### config.mk
export PLATFORM = sky130hd
export DESIGN_NAME = bis_sequencer
export DESIGN_NICKNAME = d
export VERILOG_FILES = /design/src/shared/bis_pkg.sv /design/src/verilog/bis_sequencer.sv /design/src/verilog/bis_tick_gen.sv
export SDC_FILE = /design/constraint.sdc
export NUM_CORES = 1
export LEC_CHECK = 0
export BUFFER_PORTS_ARGS = -buffer_cell sky130_fd_sc_hd__buf_2
export CAP_MARGIN = 20
export CORE_MARGIN = 4
export CORE_UTILIZATION = 35
export CTS_CLUSTER_DIAMETER = 80
export DETAILED_ROUTE_END_ITERATION = 16
export GPL_ROUTABILITY_DRIVEN = 0
export PLACE_DENSITY = 0.61
export REMOVE_ABC_BUFFERS = 1
export SLEW_MARGIN = 20
export SYNTH_ARGS = -nofsm -noshare
export SYNTH_HDL_FRONTEND = slang
export SYNTH_SLANG_ARGS = --single-unit
### constraint.sdc
create_clock -name clock_i -period 5.9 [get_ports clock_i]
set_clock_uncertainty 0.05 [all_clocks]
set_input_delay 0.59 -clock clock_i [delete_from_list [all_inputs] [get_ports clock_i]]
set_output_delay 0.59 -clock clock_i [all_outputs]
set_load 0.005 [all_outputs]
### src/shared/bis_pkg.sv
// constants, types and register map of the burner ignition and run sequencer
package bis_pkg;

    // ----------------------------------------------------------------
    // clock and seconds tick
    // ----------------------------------------------------------------
    localparam int unsigned CLK_HZ = 200_000_000;
    localparam int unsigned SEC_TICK_S = 1;
    localparam int unsigned SEC_TICK_CYCLES = CLK_HZ * SEC_TICK_S;

    // ----------------------------------------------------------------
    // sequence times in whole seconds
    // ----------------------------------------------------------------
    localparam logic [7:0] T_PILOT_LONG_S = 8'h0a;
    localparam logic [7:0] T_PILOT_SHORT_S = 8'h04;
    localparam logic [7:0] T_SPARK_OFF_S = 8'h05;
    localparam logic [7:0] T_TEST_LIM_LONG_S = 8'h08;
    localparam logic [7:0] T_TEST_LIM_SHORT_S = 8'h03;
    localparam logic [7:0] T_FLAMEOUT_S = 8'h0f;
    localparam logic [7:0] T_IGN_OFF_S = 8'h0a;
    localparam logic [7:0] T_PILOT_INT_S = 8'h0f;
    localparam logic [7:0] T_PILOT_INT_EXT_S = 8'h1e;
    localparam logic [7:0] T_STAB_S = 8'h0a;
    localparam logic [7:0] T_POSTPURGE_S = 8'h0f;
    localparam logic [7:0] T_PREIGN_CLOSE_S = 8'h05;
    localparam logic [7:0] T_PREEMPT_S = 8'h3c;
    localparam logic [7:0] SEC_MAX = 8'hff;

    // ----------------------------------------------------------------
    // register map (byte addresses) and fields
    // ----------------------------------------------------------------
    localparam logic [7:0] REG_CTRL = 8'h00;
    localparam logic [7:0] REG_STATUS = 8'h04;
    localparam logic [7:0] REG_MSG = 8'h08;
    localparam int CTRL_VAR_LSB = 0;
    localparam int CTRL_RST_BIT = 2;
    localparam int CTRL_PURGE_LSB = 8;
    localparam int STAT_STATE_LSB = 0;
    localparam int STAT_LOCK_BIT = 4;
    localparam int STAT_PREEMPT_BIT = 5;
    localparam int STAT_HOLD_BIT = 6;
    localparam int STAT_OUT_LSB = 8;
    localparam logic [7:0] PURGE_RST = 8'h1e;
    localparam logic [7:0] MSG_RST = 8'h00;

    // product variants
    typedef enum logic [1:0] {
        VAR_LOCKOUT,
        VAR_CONFIG,
        VAR_INTERMIT_MOD,
        VAR_ONOFF
    } bis_variant_t;

    localparam bis_variant_t VAR_RST = VAR_LOCKOUT;

    // sequence states
    typedef enum logic [3:0] {
        ST_STANDBY,
        ST_PP_HIGH,
        ST_PP_TIMED,
        ST_PP_LOW,
        ST_PILOT,
        ST_MAIN,
        ST_RUN,
        ST_POSTPURGE,
        ST_LOCKOUT
    } bis_state_t;

endpackage : bis_pkg

### src/verilog/bis_sequencer.sv
// burner ignition, run and postpurge sequencer with wishbone registers
//
// Design decisions made here: the address map and the Wishbone interface to the registers.
`timescale 1ns/10ps

module bis_sequencer #(
    parameter int unsigned TICK_CYCLES = bis_pkg::SEC_TICK_CYCLES
) (
    input wire logic clock_i,
    input wire logic sys_rst_i,
    // wishbone classic slave
    input wire logic wb_cyc_i,
    input wire logic wb_stb_i,
    input wire logic wb_we_i,
    input wire logic [7:0] wb_adr_i,
    input wire logic [3:0] wb_sel_i,
    input wire logic [31:0] wb_dat_i,
    output logic [31:0] wb_dat_o,
    output logic wb_ack_o,
    // field inputs, high = closed / present / test / clipped / fitted
    input wire logic demand_i,
    input wire logic preign_ilk_i,
    input wire logic high_fire_sw_i,
    input wire logic low_fire_sw_i,
    input wire logic flame_i,
    input wire logic test_sw_i,
    input wire logic pilot_period_jumper_i,
    input wire logic pilot_valve_mode_jumper_i,
    input wire logic blower_wire_i,
    input wire logic valve_term_jumpered_i,
    // field outputs
    output logic pilot_valve_o,
    output logic pilot_ign_o,
    output logic spark_o,
    output logic main_valve_o,
    output logic blower_o,
    output logic fr_high_o,
    output logic fr_low_o,
    output logic fr_release_o,
    output logic damper_o,
    output logic lockout_o,
    output logic display_preempt_o
);
    import bis_pkg::*;

    typedef struct packed {
        bis_state_t st;
        logic [7:0] sec;
        logic [7:0] flameout;
        logic pilot;
        logic ign;
        logic spark;
        logic main;
        logic blower;
        logic fr_high;
        logic fr_low;
        logic fr_release;
        logic damper;
        logic lockout;
        logic hold;
        bis_variant_t variant;
        logic [7:0] purge_secs;
        logic [7:0] msg_sel;
        logic [7:0] msg_age;
        logic preempt;
        logic ack;
        logic [31:0] dat;
    } bis_seq_state_t;

    bis_seq_state_t r;
    bis_seq_state_t n;
    logic tick;
    logic fault;
    logic req;
    logic wr_ctrl;
    logic wr_msg;
    logic [7:0] sec_inc;
    logic [7:0] pilot_len;
    logic [7:0] test_lim;
    logic [7:0] main_establish_period_len;
    logic pilot_interrupted;
    logic test_ignored;
    logic prepurge_hold;

    // ----------------------------------------------------------------
    // seconds tick
    // ----------------------------------------------------------------
    bis_tick_gen #(
        .TICK_CYCLES(TICK_CYCLES)
    ) u_tick (
        .clock_i(clock_i),
        .sys_rst_i(sys_rst_i),
        .tick_o(tick)
    );

    // ----------------------------------------------------------------
    // configuration derived terms
    // ----------------------------------------------------------------
    // pilot period length from jumper
    assign pilot_len = pilot_period_jumper_i ? T_PILOT_SHORT_S : T_PILOT_LONG_S;
    assign test_lim = pilot_period_jumper_i ? T_TEST_LIM_SHORT_S : T_TEST_LIM_LONG_S;
    // jumpered valve terminals defeat the pilot test hold, in the lockout variant only
    assign test_ignored = (r.variant == VAR_LOCKOUT) & valve_term_jumpered_i;
    // lockout variants always interrupt the pilot
    assign pilot_interrupted = (r.variant == VAR_LOCKOUT) |
                               ((r.variant == VAR_CONFIG) & pilot_valve_mode_jumper_i);

    // main period runs until the interrupted pilot drops
    always_comb begin
        main_establish_period_len = T_IGN_OFF_S;
        if (r.variant == VAR_LOCKOUT) begin
            main_establish_period_len = T_PILOT_INT_S;
        end else if (r.variant == VAR_CONFIG && pilot_valve_mode_jumper_i) begin
            // extra wire stretches the interrupted pilot
            main_establish_period_len = blower_wire_i ? T_PILOT_INT_EXT_S : T_PILOT_INT_S;
        end
    end

    // seconds counter saturates instead of wrapping
    assign sec_inc = (tick && r.sec != SEC_MAX) ? 8'(r.sec + 8'h01) : r.sec;
    assign prepurge_hold = test_sw_i & ((r.st == ST_PP_HIGH) | (r.st == ST_PP_TIMED) | (r.st == ST_PP_LOW));

    // ----------------------------------------------------------------
    // bus decode
    // ----------------------------------------------------------------
    // ack comes one cycle after the request and drops the cycle after
    assign req = wb_cyc_i & wb_stb_i & ~r.ack;
    assign wr_ctrl = req & wb_we_i & (wb_adr_i[7:2] == REG_CTRL[7:2]);
    assign wr_msg = req & wb_we_i & (wb_adr_i[7:2] == REG_MSG[7:2]) & wb_sel_i[0];

    // ----------------------------------------------------------------
    // sequence, timers and registers
    // ----------------------------------------------------------------
    always_comb begin
        n = r;
        fault = 1'b0;
        n.ack = req;
        n.dat = 32'h0000_0000;
        n.hold = 1'b0;
        case (r.st)
            ST_STANDBY: begin
                n.sec = 8'h00;
                // lockout latch keeps the burner down until software clears it
                if (demand_i && preign_ilk_i && !r.lockout) begin
                    n.st = ST_PP_HIGH;
                    n.blower = 1'b1;
                    n.fr_high = 1'b1;
                end
            end
            ST_PP_HIGH, ST_PP_TIMED, ST_PP_LOW: begin
                if (!demand_i) begin
                    n.st = ST_STANDBY;
                    n.blower = 1'b0;
                    n.fr_high = 1'b0;
                    n.fr_low = 1'b0;
                end else if (!preign_ilk_i) begin
                    // lockout variants shut down, others recycle to standby
                    if (r.variant == VAR_LOCKOUT) begin
                        fault = 1'b1;
                    end else begin
                        n.st = ST_STANDBY;
                        n.blower = 1'b0;
                        n.fr_high = 1'b0;
                        n.fr_low = 1'b0;
                    end
                end else if (r.st == ST_PP_HIGH) begin
                    n.hold = test_sw_i;
                    // the high-fire purge hold waits here until the switch is back at run
                    if (high_fire_sw_i && !test_sw_i) begin
                        n.st = ST_PP_TIMED;
                        n.sec = 8'h00;
                    end
                end else if (r.st == ST_PP_TIMED) begin
                    n.hold = test_sw_i;
                    if (!test_sw_i) begin
                        n.sec = sec_inc;
                    end
                    if (r.sec >= r.purge_secs) begin
                        n.st = ST_PP_LOW;
                        n.fr_high = 1'b0;
                        n.fr_low = 1'b1;
                    end
                end else begin
                    n.hold = test_sw_i;
                    // low fire proven before the ignition trial
                    if (low_fire_sw_i && !test_sw_i) begin
                        n.st = ST_PILOT;
                        n.sec = 8'h00;
                        n.flameout = 8'h00;
                        // pilot and both ignition outputs together
                        n.pilot = 1'b1;
                        n.ign = 1'b1;
                        n.spark = 1'b1;
                    end
                end
            end
            ST_PILOT: begin
                // preignition interlock not looked at here
                if (!low_fire_sw_i) begin
                    fault = 1'b1;
                end else if (test_sw_i && !test_ignored && r.sec < test_lim) begin
                    // timer stopped; flameout timer guards the hold
                    n.hold = 1'b1;
                    if (flame_i) begin
                        n.flameout = 8'h00;
                    end else if (tick) begin
                        n.flameout = 8'(r.flameout + 8'h01);
                    end
                    if (r.flameout >= T_FLAMEOUT_S) begin
                        fault = 1'b1;
                    end
                end else begin
                    n.sec = sec_inc;
                    n.flameout = 8'h00;
                    if (r.sec >= T_SPARK_OFF_S) begin
                        n.spark = 1'b0;
                    end
                    if (r.sec >= pilot_len) begin
                        // main valve only with flame proven
                        if (flame_i) begin
                            n.st = ST_MAIN;
                            n.sec = 8'h00;
                            n.main = 1'b1;
                            n.spark = 1'b0;
                        end else begin
                            // no flame at pilot period end
                            fault = 1'b1;
                        end
                    end
                end
            end
            ST_MAIN: begin
                n.sec = sec_inc;
                if (!low_fire_sw_i) begin
                    fault = 1'b1;
                end
                // combined pilot/ignition drops ten seconds in
                if (r.sec >= T_IGN_OFF_S) begin
                    n.ign = 1'b0;
                end
                if (r.sec >= main_establish_period_len) begin
                    if (flame_i) begin
                        n.st = ST_RUN;
                        n.sec = 8'h00;
                        n.ign = 1'b0;
                        if (pilot_interrupted) begin
                            n.pilot = 1'b0;
                        end
                    end else begin
                        // no flame at main period end
                        fault = 1'b1;
                    end
                end
            end
            ST_RUN: begin
                n.sec = sec_inc;
                if (!flame_i) begin
                    fault = 1'b1;
                end
                if (r.sec >= T_STAB_S) begin
                    // release or damper, depending on variant
                    n.fr_release = (r.variant != VAR_ONOFF) & ~test_sw_i;
                    n.damper = (r.variant == VAR_ONOFF);
                end
                // test drives firing rate to low fire
                n.fr_low = test_sw_i;
                if (test_sw_i) begin
                    n.fr_release = 1'b0;
                end
                // run lasts until the controller input opens
                if (!demand_i) begin
                    // postpurge start: valves off, low fire
                    n.st = ST_POSTPURGE;
                    n.sec = 8'h00;
                    n.main = 1'b0;
                    n.pilot = 1'b0;
                    n.fr_release = 1'b0;
                    n.damper = 1'b0;
                    n.fr_low = 1'b1;
                end
            end
            ST_POSTPURGE: begin
                n.sec = sec_inc;
                n.blower = 1'b1;
                if (r.sec >= T_PREIGN_CLOSE_S && !preign_ilk_i) begin
                    fault = 1'b1;
                end else if (r.sec >= T_POSTPURGE_S) begin
                    n.st = ST_STANDBY;
                    n.blower = 1'b0;
                    n.fr_low = 1'b0;
                end
            end
            ST_LOCKOUT: begin
                // only a software reset leaves lockout
                if (wr_ctrl && wb_sel_i[0] && wb_dat_i[CTRL_RST_BIT]) begin
                    n.st = ST_STANDBY;
                    n.lockout = 1'b0;
                end
            end
            default: begin
                fault = 1'b1;
            end
        endcase

        // pilot or main demand loss ends in postpurge
        if ((r.st == ST_PILOT || r.st == ST_MAIN) && !demand_i && !fault) begin
            n.st = ST_POSTPURGE;
            n.sec = 8'h00;
            n.main = 1'b0;
            n.pilot = 1'b0;
            n.ign = 1'b0;
            n.spark = 1'b0;
            n.fr_low = 1'b1;
        end

        if (fault) begin
            n.st = ST_LOCKOUT;
            n.lockout = 1'b1;
            n.pilot = 1'b0;
            n.ign = 1'b0;
            n.spark = 1'b0;
            n.main = 1'b0;
            n.blower = 1'b0;
            n.fr_high = 1'b0;
            n.fr_low = 1'b0;
            n.fr_release = 1'b0;
            n.damper = 1'b0;
        end

        // preemption after 60 s of pending message
        if (wr_msg) begin
            n.msg_sel = wb_dat_i[7:0];
            n.msg_age = 8'h00;
            // a preemption falling due in the write cycle is not lost
            n.preempt = (r.lockout | r.hold) & ~r.preempt & (r.msg_age >= T_PREEMPT_S);
        end else if (r.lockout || r.hold) begin
            if (tick && r.msg_age != SEC_MAX) begin
                n.msg_age = 8'(r.msg_age + 8'h01);
            end
            if (r.msg_age >= T_PREEMPT_S) begin
                n.preempt = 1'b1;
            end
        end else begin
            n.msg_age = 8'h00;
            n.preempt = 1'b0;
        end

        // control register writes honour byte lanes
        if (wr_ctrl) begin
            if (wb_sel_i[0]) begin
                n.variant = bis_variant_t'(wb_dat_i[CTRL_VAR_LSB +: 2]);
            end
            if (wb_sel_i[1]) begin
                n.purge_secs = wb_dat_i[CTRL_PURGE_LSB +: 8];
            end
        end

        // read data; unmapped words read as zero
        if (req && !wb_we_i) begin
            case (wb_adr_i[7:2])
                REG_CTRL[7:2]: begin
                    n.dat[CTRL_VAR_LSB +: 2] = r.variant;
                    n.dat[CTRL_PURGE_LSB +: 8] = r.purge_secs;
                end
                REG_STATUS[7:2]: begin
                    n.dat[STAT_STATE_LSB +: 4] = r.st;
                    n.dat[STAT_LOCK_BIT] = r.lockout;
                    n.dat[STAT_PREEMPT_BIT] = r.preempt;
                    n.dat[STAT_HOLD_BIT] = r.hold | prepurge_hold;
                    n.dat[STAT_OUT_LSB +: 9] = {r.damper, r.fr_release, r.fr_low, r.fr_high,
                                                r.blower, r.main, r.spark, r.ign, r.pilot};
                end
                REG_MSG[7:2]: begin
                    n.dat[7:0] = r.msg_sel;
                end
                default: begin
                    n.dat = 32'h0000_0000;
                end
            endcase
        end
    end

    // state register
    always_ff @(posedge clock_i) begin
        if (sys_rst_i) begin
            r <= '0;
            r.st <= ST_STANDBY;
            r.variant <= VAR_RST;
            r.purge_secs <= PURGE_RST;
            r.msg_sel <= MSG_RST;
        end else begin
            r <= n;
        end
    end

    // ----------------------------------------------------------------
    // outputs
    // ----------------------------------------------------------------
    // fault gates fuel and ignition in the detecting cycle
    assign pilot_valve_o = r.pilot & ~fault;
    assign pilot_ign_o = r.ign & ~fault;
    assign spark_o = r.spark & ~fault;
    assign main_valve_o = r.main & ~fault;
    assign blower_o = r.blower;
    assign fr_high_o = r.fr_high;
    assign fr_low_o = r.fr_low;
    assign fr_release_o = r.fr_release;
    assign damper_o = r.damper;
    assign lockout_o = r.lockout;
    assign display_preempt_o = r.preempt;
    assign wb_dat_o = r.dat;
    assign wb_ack_o = r.ack;

endmodule : bis_sequencer

### src/verilog/bis_tick_gen.sv
// one-second tick generator for the sequence timers
`timescale 1ns/10ps

module bis_tick_gen #(
    parameter int unsigned TICK_CYCLES = bis_pkg::SEC_TICK_CYCLES
) (
    input wire logic clock_i,
    input wire logic sys_rst_i,
    output logic tick_o
);
    import bis_pkg::*;

    typedef struct packed {
        logic [31:0] cnt;
        logic tick;
    } bis_tick_state_t;

    bis_tick_state_t r;
    bis_tick_state_t n;

    // ----------------------------------------------------------------
    // divider
    // ----------------------------------------------------------------
    // tick is a one-cycle pulse every TICK_CYCLES edges
    always_comb begin
        n = r;
        n.tick = 1'b0;
        if (r.cnt >= 32'(TICK_CYCLES - 1)) begin
            n.cnt = 32'h0000_0000;
            n.tick = 1'b1;
        end else begin
            n.cnt = r.cnt + 32'h0000_0001;
        end
    end

    // state register
    always_ff @(posedge clock_i) begin
        if (sys_rst_i) begin
            r <= '0;
        end else begin
            r <= n;
        end
    end

    assign tick_o = r.tick;

endmodule : bis_tick_gen
# ---- Word level (Yosys, flattened, before mapping)
# Cells that the tools add are included.
dict set report totals {
  register_bits 124
  latchBits 0
  ram_bits 0
  romBits 0
  input_bits 59
  out_inout_bits 44
  elab_cells 309
  n_memories 0
}
dict set report op_classes {
  addsub 4
  mul 0
  div 0
  order_cmp 10
  eq_ne 75
  shift 0
  mux 99
  n_bitwise 29
  n_reduce_logical 65
}
# operator count
set op_table {}
lappend op_table {{$mux 12} 10}
lappend op_table {{$pmux 8 s6} 1}
lappend op_table {{$mux 4} 11}
lappend op_table {{$ne 4x4->1 const B} 11}
lappend op_table {{$mux 8} 5}
lappend op_table {{$mux 19} 2}
lappend op_table {{$mux 1} 34}
lappend op_table {{$add 32x1->32 const B} 1}
lappend op_table {{$ge 32x28->1 const B} 1}
lappend op_table {{$ne 8x8->1 const B} 4}
lappend op_table {{$pmux 8 s2} 2}
lappend op_table {{$reduce_and 16->1} 2}
lappend op_table {{$ne 2x2->1 const B} 15}
lappend op_table {{$ne 4x3->1 const B} 7}
lappend op_table {{$pmux 4 s7} 1}
lappend op_table {{$ne 3x3->1 const B} 9}
lappend op_table {{$add 8x1->8 const B} 3}
lappend op_table {{$ge 8x4->1 const B} 3}
lappend op_table {{$mux 2} 12}
lappend op_table {{$reduce_and 8->1} 3}
lappend op_table {{$mux 23} 1}
lappend op_table {{$mux 11} 2}
lappend op_table {{$ne 7x7->1 const B} 3}
lappend op_table {{$mux 20} 1}
lappend op_table {{other kinds (47)} 138}

# ---- Logic depth before layout (Yosys ltp)
dict set report logic_depth {
  depth_word 12
  depth_mapped 11
}

# ---- Cells and area by module
# From an unflattened synthesis, not the netlist that was laid out.
dict set report unflattened {
  cells_unflattened 708
  hier_area_um2 6098.3
}
# mod instances cells_per_inst area_each_um2 seq_area_each_um2
set by_module_without_submodules {}
lappend by_module_without_submodules {bis_sequencer 1 554 4536.9 1521.5}
lappend by_module_without_submodules {bis_tick_gen 1 154 1561.5 660.6}

# ---- Least setup slack after synthesis
# Ideal clock, no wire load.
dict set report synth_timing {
  path_type {in2out}
  startpoint {input pilot_period_jumper_i}
  endpoint {output main_valve_o}
  t_arrival_ns 2.226
  t_required_ns 5.260
  path_slack_ns 3.034
  path_stages 7
  n_path_buf 0
  path_cell_list {inv_1 -> ha_1 -> o31a_1 -> and3_1 -> a211o_1 -> nor3_2 -> and2_1}
}
dict set report synth_between {
  elab_chain_cells 8
  elab_cells_between_ends 11
}
# item line_no
set synth_lines {}
lappend synth_lines {{from (decl)} bis_sequencer.sv:27} ;# input wire logic pilot_period_jumper_i,
lappend synth_lines {{$mux 4, on equally long branches} {bis_sequencer.sv:100, bis_sequencer.sv:101}}
lappend synth_lines {{$ge 8x4->1 / $lt 8x4->1 (equally long branches)} {bis_sequencer.sv:218, bis_sequencer.sv:201}}
lappend synth_lines {{$mux 1 / $logic_and 1x1->1 (equally long branches)} {bis_sequencer.sv:218, bis_sequencer.sv:201}}
lappend synth_lines {{$mux 1 (*)} bis_sequencer.sv:201} ;# end else if (test_sw_i && !test_ignored && r.sec < test_lim) begin
lappend synth_lines {{$mux 1 (*)} bis_sequencer.sv:199} ;# if (!low_fire_sw_i) begin
lappend synth_lines {{$pmux 1 s6 (*)} bis_sequencer.sv:140} ;# case (r.st)
lappend synth_lines {{$not 1->1 (*)} bis_sequencer.sv:403} ;# assign main_valve_o = r.main & ~fault;
lappend synth_lines {{$and 1x1->1 (*)} bis_sequencer.sv:403}
lappend synth_lines {{to (decl)} bis_sequencer.sv:35} ;# output logic main_valve_o,
# Every way passes the cells marked *; elsewhere a longest branch is shown, timed or not.

# ---- Final worst setup path
dict set report layout_timing {
  startpoint {register r[80] in the netlist's numbering}
  endpoint {output spark_o}
}
dict set report layout_between {
  elab_chain_cells 7
  elab_cells_between_ends 14
}
# item line_no
set layout_lines {}
lappend layout_lines {{from (decl)} bis_sequencer.sv:70} ;# bis_seq_state_t r;
lappend layout_lines {{from (signal assigned)} bis_sequencer.sv:392} ;# r <= n;
lappend layout_lines {{$ge 8x4->1 / $lt 8x4->1 (equally long branches)} {bis_sequencer.sv:218, bis_sequencer.sv:201}}
lappend layout_lines {{$mux 1 / $logic_and 1x1->1 (equally long branches)} {bis_sequencer.sv:218, bis_sequencer.sv:201}}
lappend layout_lines {{$mux 1} bis_sequencer.sv:201}
lappend layout_lines {{$mux 1} bis_sequencer.sv:199}
lappend layout_lines {{$pmux 1 s6 (*)} bis_sequencer.sv:140}
lappend layout_lines {{$not 1->1 (*)} bis_sequencer.sv:402} ;# assign spark_o = r.spark & ~fault;
lappend layout_lines {{$and 1x1->1 (*)} bis_sequencer.sv:402}
lappend layout_lines {{to (decl)} bis_sequencer.sv:34} ;# output logic spark_o,
# Marks and branches as above.

==> flow_metrics.env <==
export IMPL_min_from="wb_dat_i[11]"
export IMPL_drc=0
export IMPL_hold_depth=2
export IMPL_critPathLaunchType="flop"
export IMPL_die_h_um=137
export IMPL_wire_per_inst_um=15.2
export IMPL_n_antenna_cell=0
export IMPL_grt_max_degree=31
export IMPL_gr_usage_all_layers_pct=15.5
export IMPL_drt_wl_total_um=14600
export IMPL_min_delay_worst_endpoint="r[53]"
export IMPL_p_comb_share_pct=23.0
export IMPL_root_buffer="clkbuf_16"
export IMPL_relSlewSlack_pct=36.9
export IMPL_critPathKind="flop to output pin"
export IMPL_rrSetupSlack_ns=2.77
export IMPL_start_util_pct=36.2
export IMPL_clkPwrFrac_pct=32.2
export IMPL_rsz0062_at_grt="false"
export IMPL_wl_met3_um=1080
export IMPL_cts_path_max_buffers=2
export IMPL_portBuffers=67
export IMPL_drt_pass1_iter_count=5
export IMPL_ys_seq_elements=109
export IMPL_ys_seq_area_share_pct=37.4
export IMPL_p_sw_mw=0.609
export IMPL_layout_common_cells="nor2_1 (114), dfxtp_1 (109), buf_2 (67)"
export IMPL_postCtsSetupBuffers=0
export IMPL_setup_tns_ns=0
export IMPL_n_fill_cell=1653
export IMPL_top_layer="met4"
export IMPL_netlist_instances=703
export IMPL_power_frac_seq_pct=44.7
export IMPL_synth_edf_count=0
export IMPL_avgSynthCellArea_um2=8.29
export IMPL_p_int_mw=1.23
export IMPL_hold_class="input port to flop"
export IMPL_rr_endpoint="blower_o"
export IMPL_met2_length_um=6200
export IMPL_synthArstFlopShare_pct=0
export IMPL_syn_area_um2=5830
export IMPL_wl_met1_um=7010
export IMPL_layout_commonest_cell="nor2_1"
export IMPL_die_w_um=137
export IMPL_timing_hold_ws_ns=0.406
export IMPL_cp_max_fo=9
export IMPL_grt_first_pass_wirelength_um=23100
export IMPL_endpoint_kind="output pin"
export IMPL_setup_viol=0
export IMPL_ant_nets=0
export IMPL_drt_initial_drc_count=567
export IMPL_overflow=0
export IMPL_vias=5003
export IMPL_avgViaCountPerCell=5.22
export IMPL_cts_sinks=109
export IMPL_cts_tree="yes"
export IMPL_fin_crit_ns=3.55
export IMPL_die_area_um2=18800
export IMPL_nets=818
export IMPL_synthDistinctLibCells=70
export IMPL_drive_gt1_share_pct=13.3
export IMPL_p_leak_nw=2.47
export IMPL_dp_final_hpwl_um=10600
export IMPL_tightestPinTransition_ns=0.947
export IMPL_rows=46
export IMPL_numCtsBuffers=9
export IMPL_vdd_drop_max_uv=140
export IMPL_required_ns=5.26
export IMPL_grt_antenna_before_repair=0
export IMPL_syn_to_final_growth_pct=10.6
export IMPL_synth_flop_cell="dfxtp_1"
export IMPL_core_um2=16100
export IMPL_io_pins=103
export IMPL_fin_crit_sh_pct=60.2
export IMPL_hold_viol_final=0
export IMPL_postCtsHoldBufs=0
export IMPL_fmax_mhz=281
export IMPL_reg2regPathDepth=8
export IMPL_ctsHtreeMaxLevel=3
export IMPL_timing_final_max_slew_violations=0
export IMPL_path_clk_slew_ns=0.07
export IMPL_crit_arrival_ns=2.91
export IMPL_power_density_nw_per_um2=285
export IMPL_cts_resized_gates=0
export IMPL_ys_warn_count=0
export IMPL_insertion_delay_ns=0.35
export IMPL_grt_pass1_vias=4364
export IMPL_drv_cap=0
export IMPL_reg2reg_from="r[80]"
export IMPL_switching_share_pct=33.2
export IMPL_status="finished, final reports clean"
stage by stage:
| stage | utilization [%] | cell area, um^2 | worst slack, ns | instances | power [mW] |
|---|---|---|---|---|---|
| finish | 40.0 | 6450 | 2.35 | 958 | 1.84 |
| global route | 40.0 | 6450 | 2.15 | 958 | 1.93 |
| CTS | 40.0 | 6450 | 2.35 | 958 | 1.84 |
| detailed placement | 38.2 | 6160 | 2.56 | 942 | 1.25 |
| global placement | 38.2 | 6160 | 2.60 | 942 | 1.25 |
| floorplan | - | 5530 | 3.00 | 656 | 1.11 |
worst max path at each step:
stage	start	end	slack (ns)
floorplan	wb_adr_i[5]	r[87]	3.00
global placement	pilot_period_jumper_i	spark_o	2.60
detailed placement	pilot_period_jumper_i	spark_o	2.56
CTS	r[80]	spark_o	2.35
global route	r[80]	pilot_valve_o	2.15
finish	r[80]	spark_o	2.35
cells in the mapped netlist, types with 5 or more instances:
master | n | area [um^2]
and4_1 | 5 | 43.8
a21oi_1 | 28 | 140
nand2_1 | 48 | 180
clkbuf_1 | 28 | 105
nand3_1 | 22 | 110
inv_1 | 21 | 78.8
and2_1 | 11 | 68.8
xnor2_1 | 16 | 140
a211oi_1 | 9 | 67.6
nand2b_1 | 8 | 50.1
buf_4 | 32 | 240
and3_1 | 15 | 93.8
dfxtp_1 | 109 | 2180
o21ai_0 | 22 | 110
nand4_1 | 15 | 93.8
xor2_1 | 27 | 236
nor3_1 | 15 | 75.1
a22oi_1 | 13 | 97.6
a211o_1 | 6 | 52.6
nor2b_1 | 13 | 81.3
nor2_1 | 114 | 428
mux2i_1 | 18 | 180
ha_1 | 22 | 275
layer usage:
metal / vias to the layer above / global-route usage (%)
li1: 2500 / -
met2: 168 / 23.0
met5: - / 0
met1: 2315 / 22.3
met4: 0 / 5.10
met3: 20 / 3.05
power by group through the flow:
stage	Sequential [mW]	Combinational [mW]	Clock [mW]
CTS	0.819	0.415	0.605
detailed placement	0.836	0.414	0
global route	0.827	0.466	0.632
floorplan	0.825	0.282	0
finish	0.821	0.423	0.592
global placement	0.836	0.413	0
cells by family after synthesis:
kind of cell / Yosys count / share of synthesized area (%)
flip-flops: 109 / 37.4
adder cells (fa/ha/maj): 22 / 4.72
AO/OA/AOI/OAI: 125 / 14.9
XOR/XNOR: 43 / 6.46
buffers and inverters: 86 / 7.66
multiplexers: 19 / 3.28
AND/OR/NAND/NOR: 298 / 25.5
other: 1 / 0.0643
critical path, cell delays in order (launching register included):
cell	delay [ns]
dfxtp_1	0.48
inv_1	0.14
ha_1	0.30
o31a_1	0.34
and3_1	0.19
a211o_1	0.34
nor3_2	0.47
and2_1	0.20
buf_2	0.11
flip-flops by register name (all words and copies together), names as in the netlist:
name               count
fr_low_o               1
damper_o               1
display_preempt_o      1
fr_high_o              1
u_tick.tick_o          1
wb_ack_o               1
r                     51
blower_o               1
wb_dat_o              17
fr_release_o           1
u_tick.r              32
lockout_o              1
area by class of cell:
| class | instances | area [um^2] | area share [%] |
|---|---|---|---|
| Multi-Input combinational cell | 526 | 3270 | 50.7 |
| Clock inverter | 6 | 51.3 | 0.795 |
| Timing Repair Buffer | 70 | 358 | 5.55 |
| Sequential cell | 109 | 2180 | 33.8 |
| Inverter | 21 | 78.8 | 1.22 |
| Clock buffer | 10 | 239 | 3.71 |
| Tap cell | 216 | 270 | 4.19 |
Power figures use the tool's default switching activity.
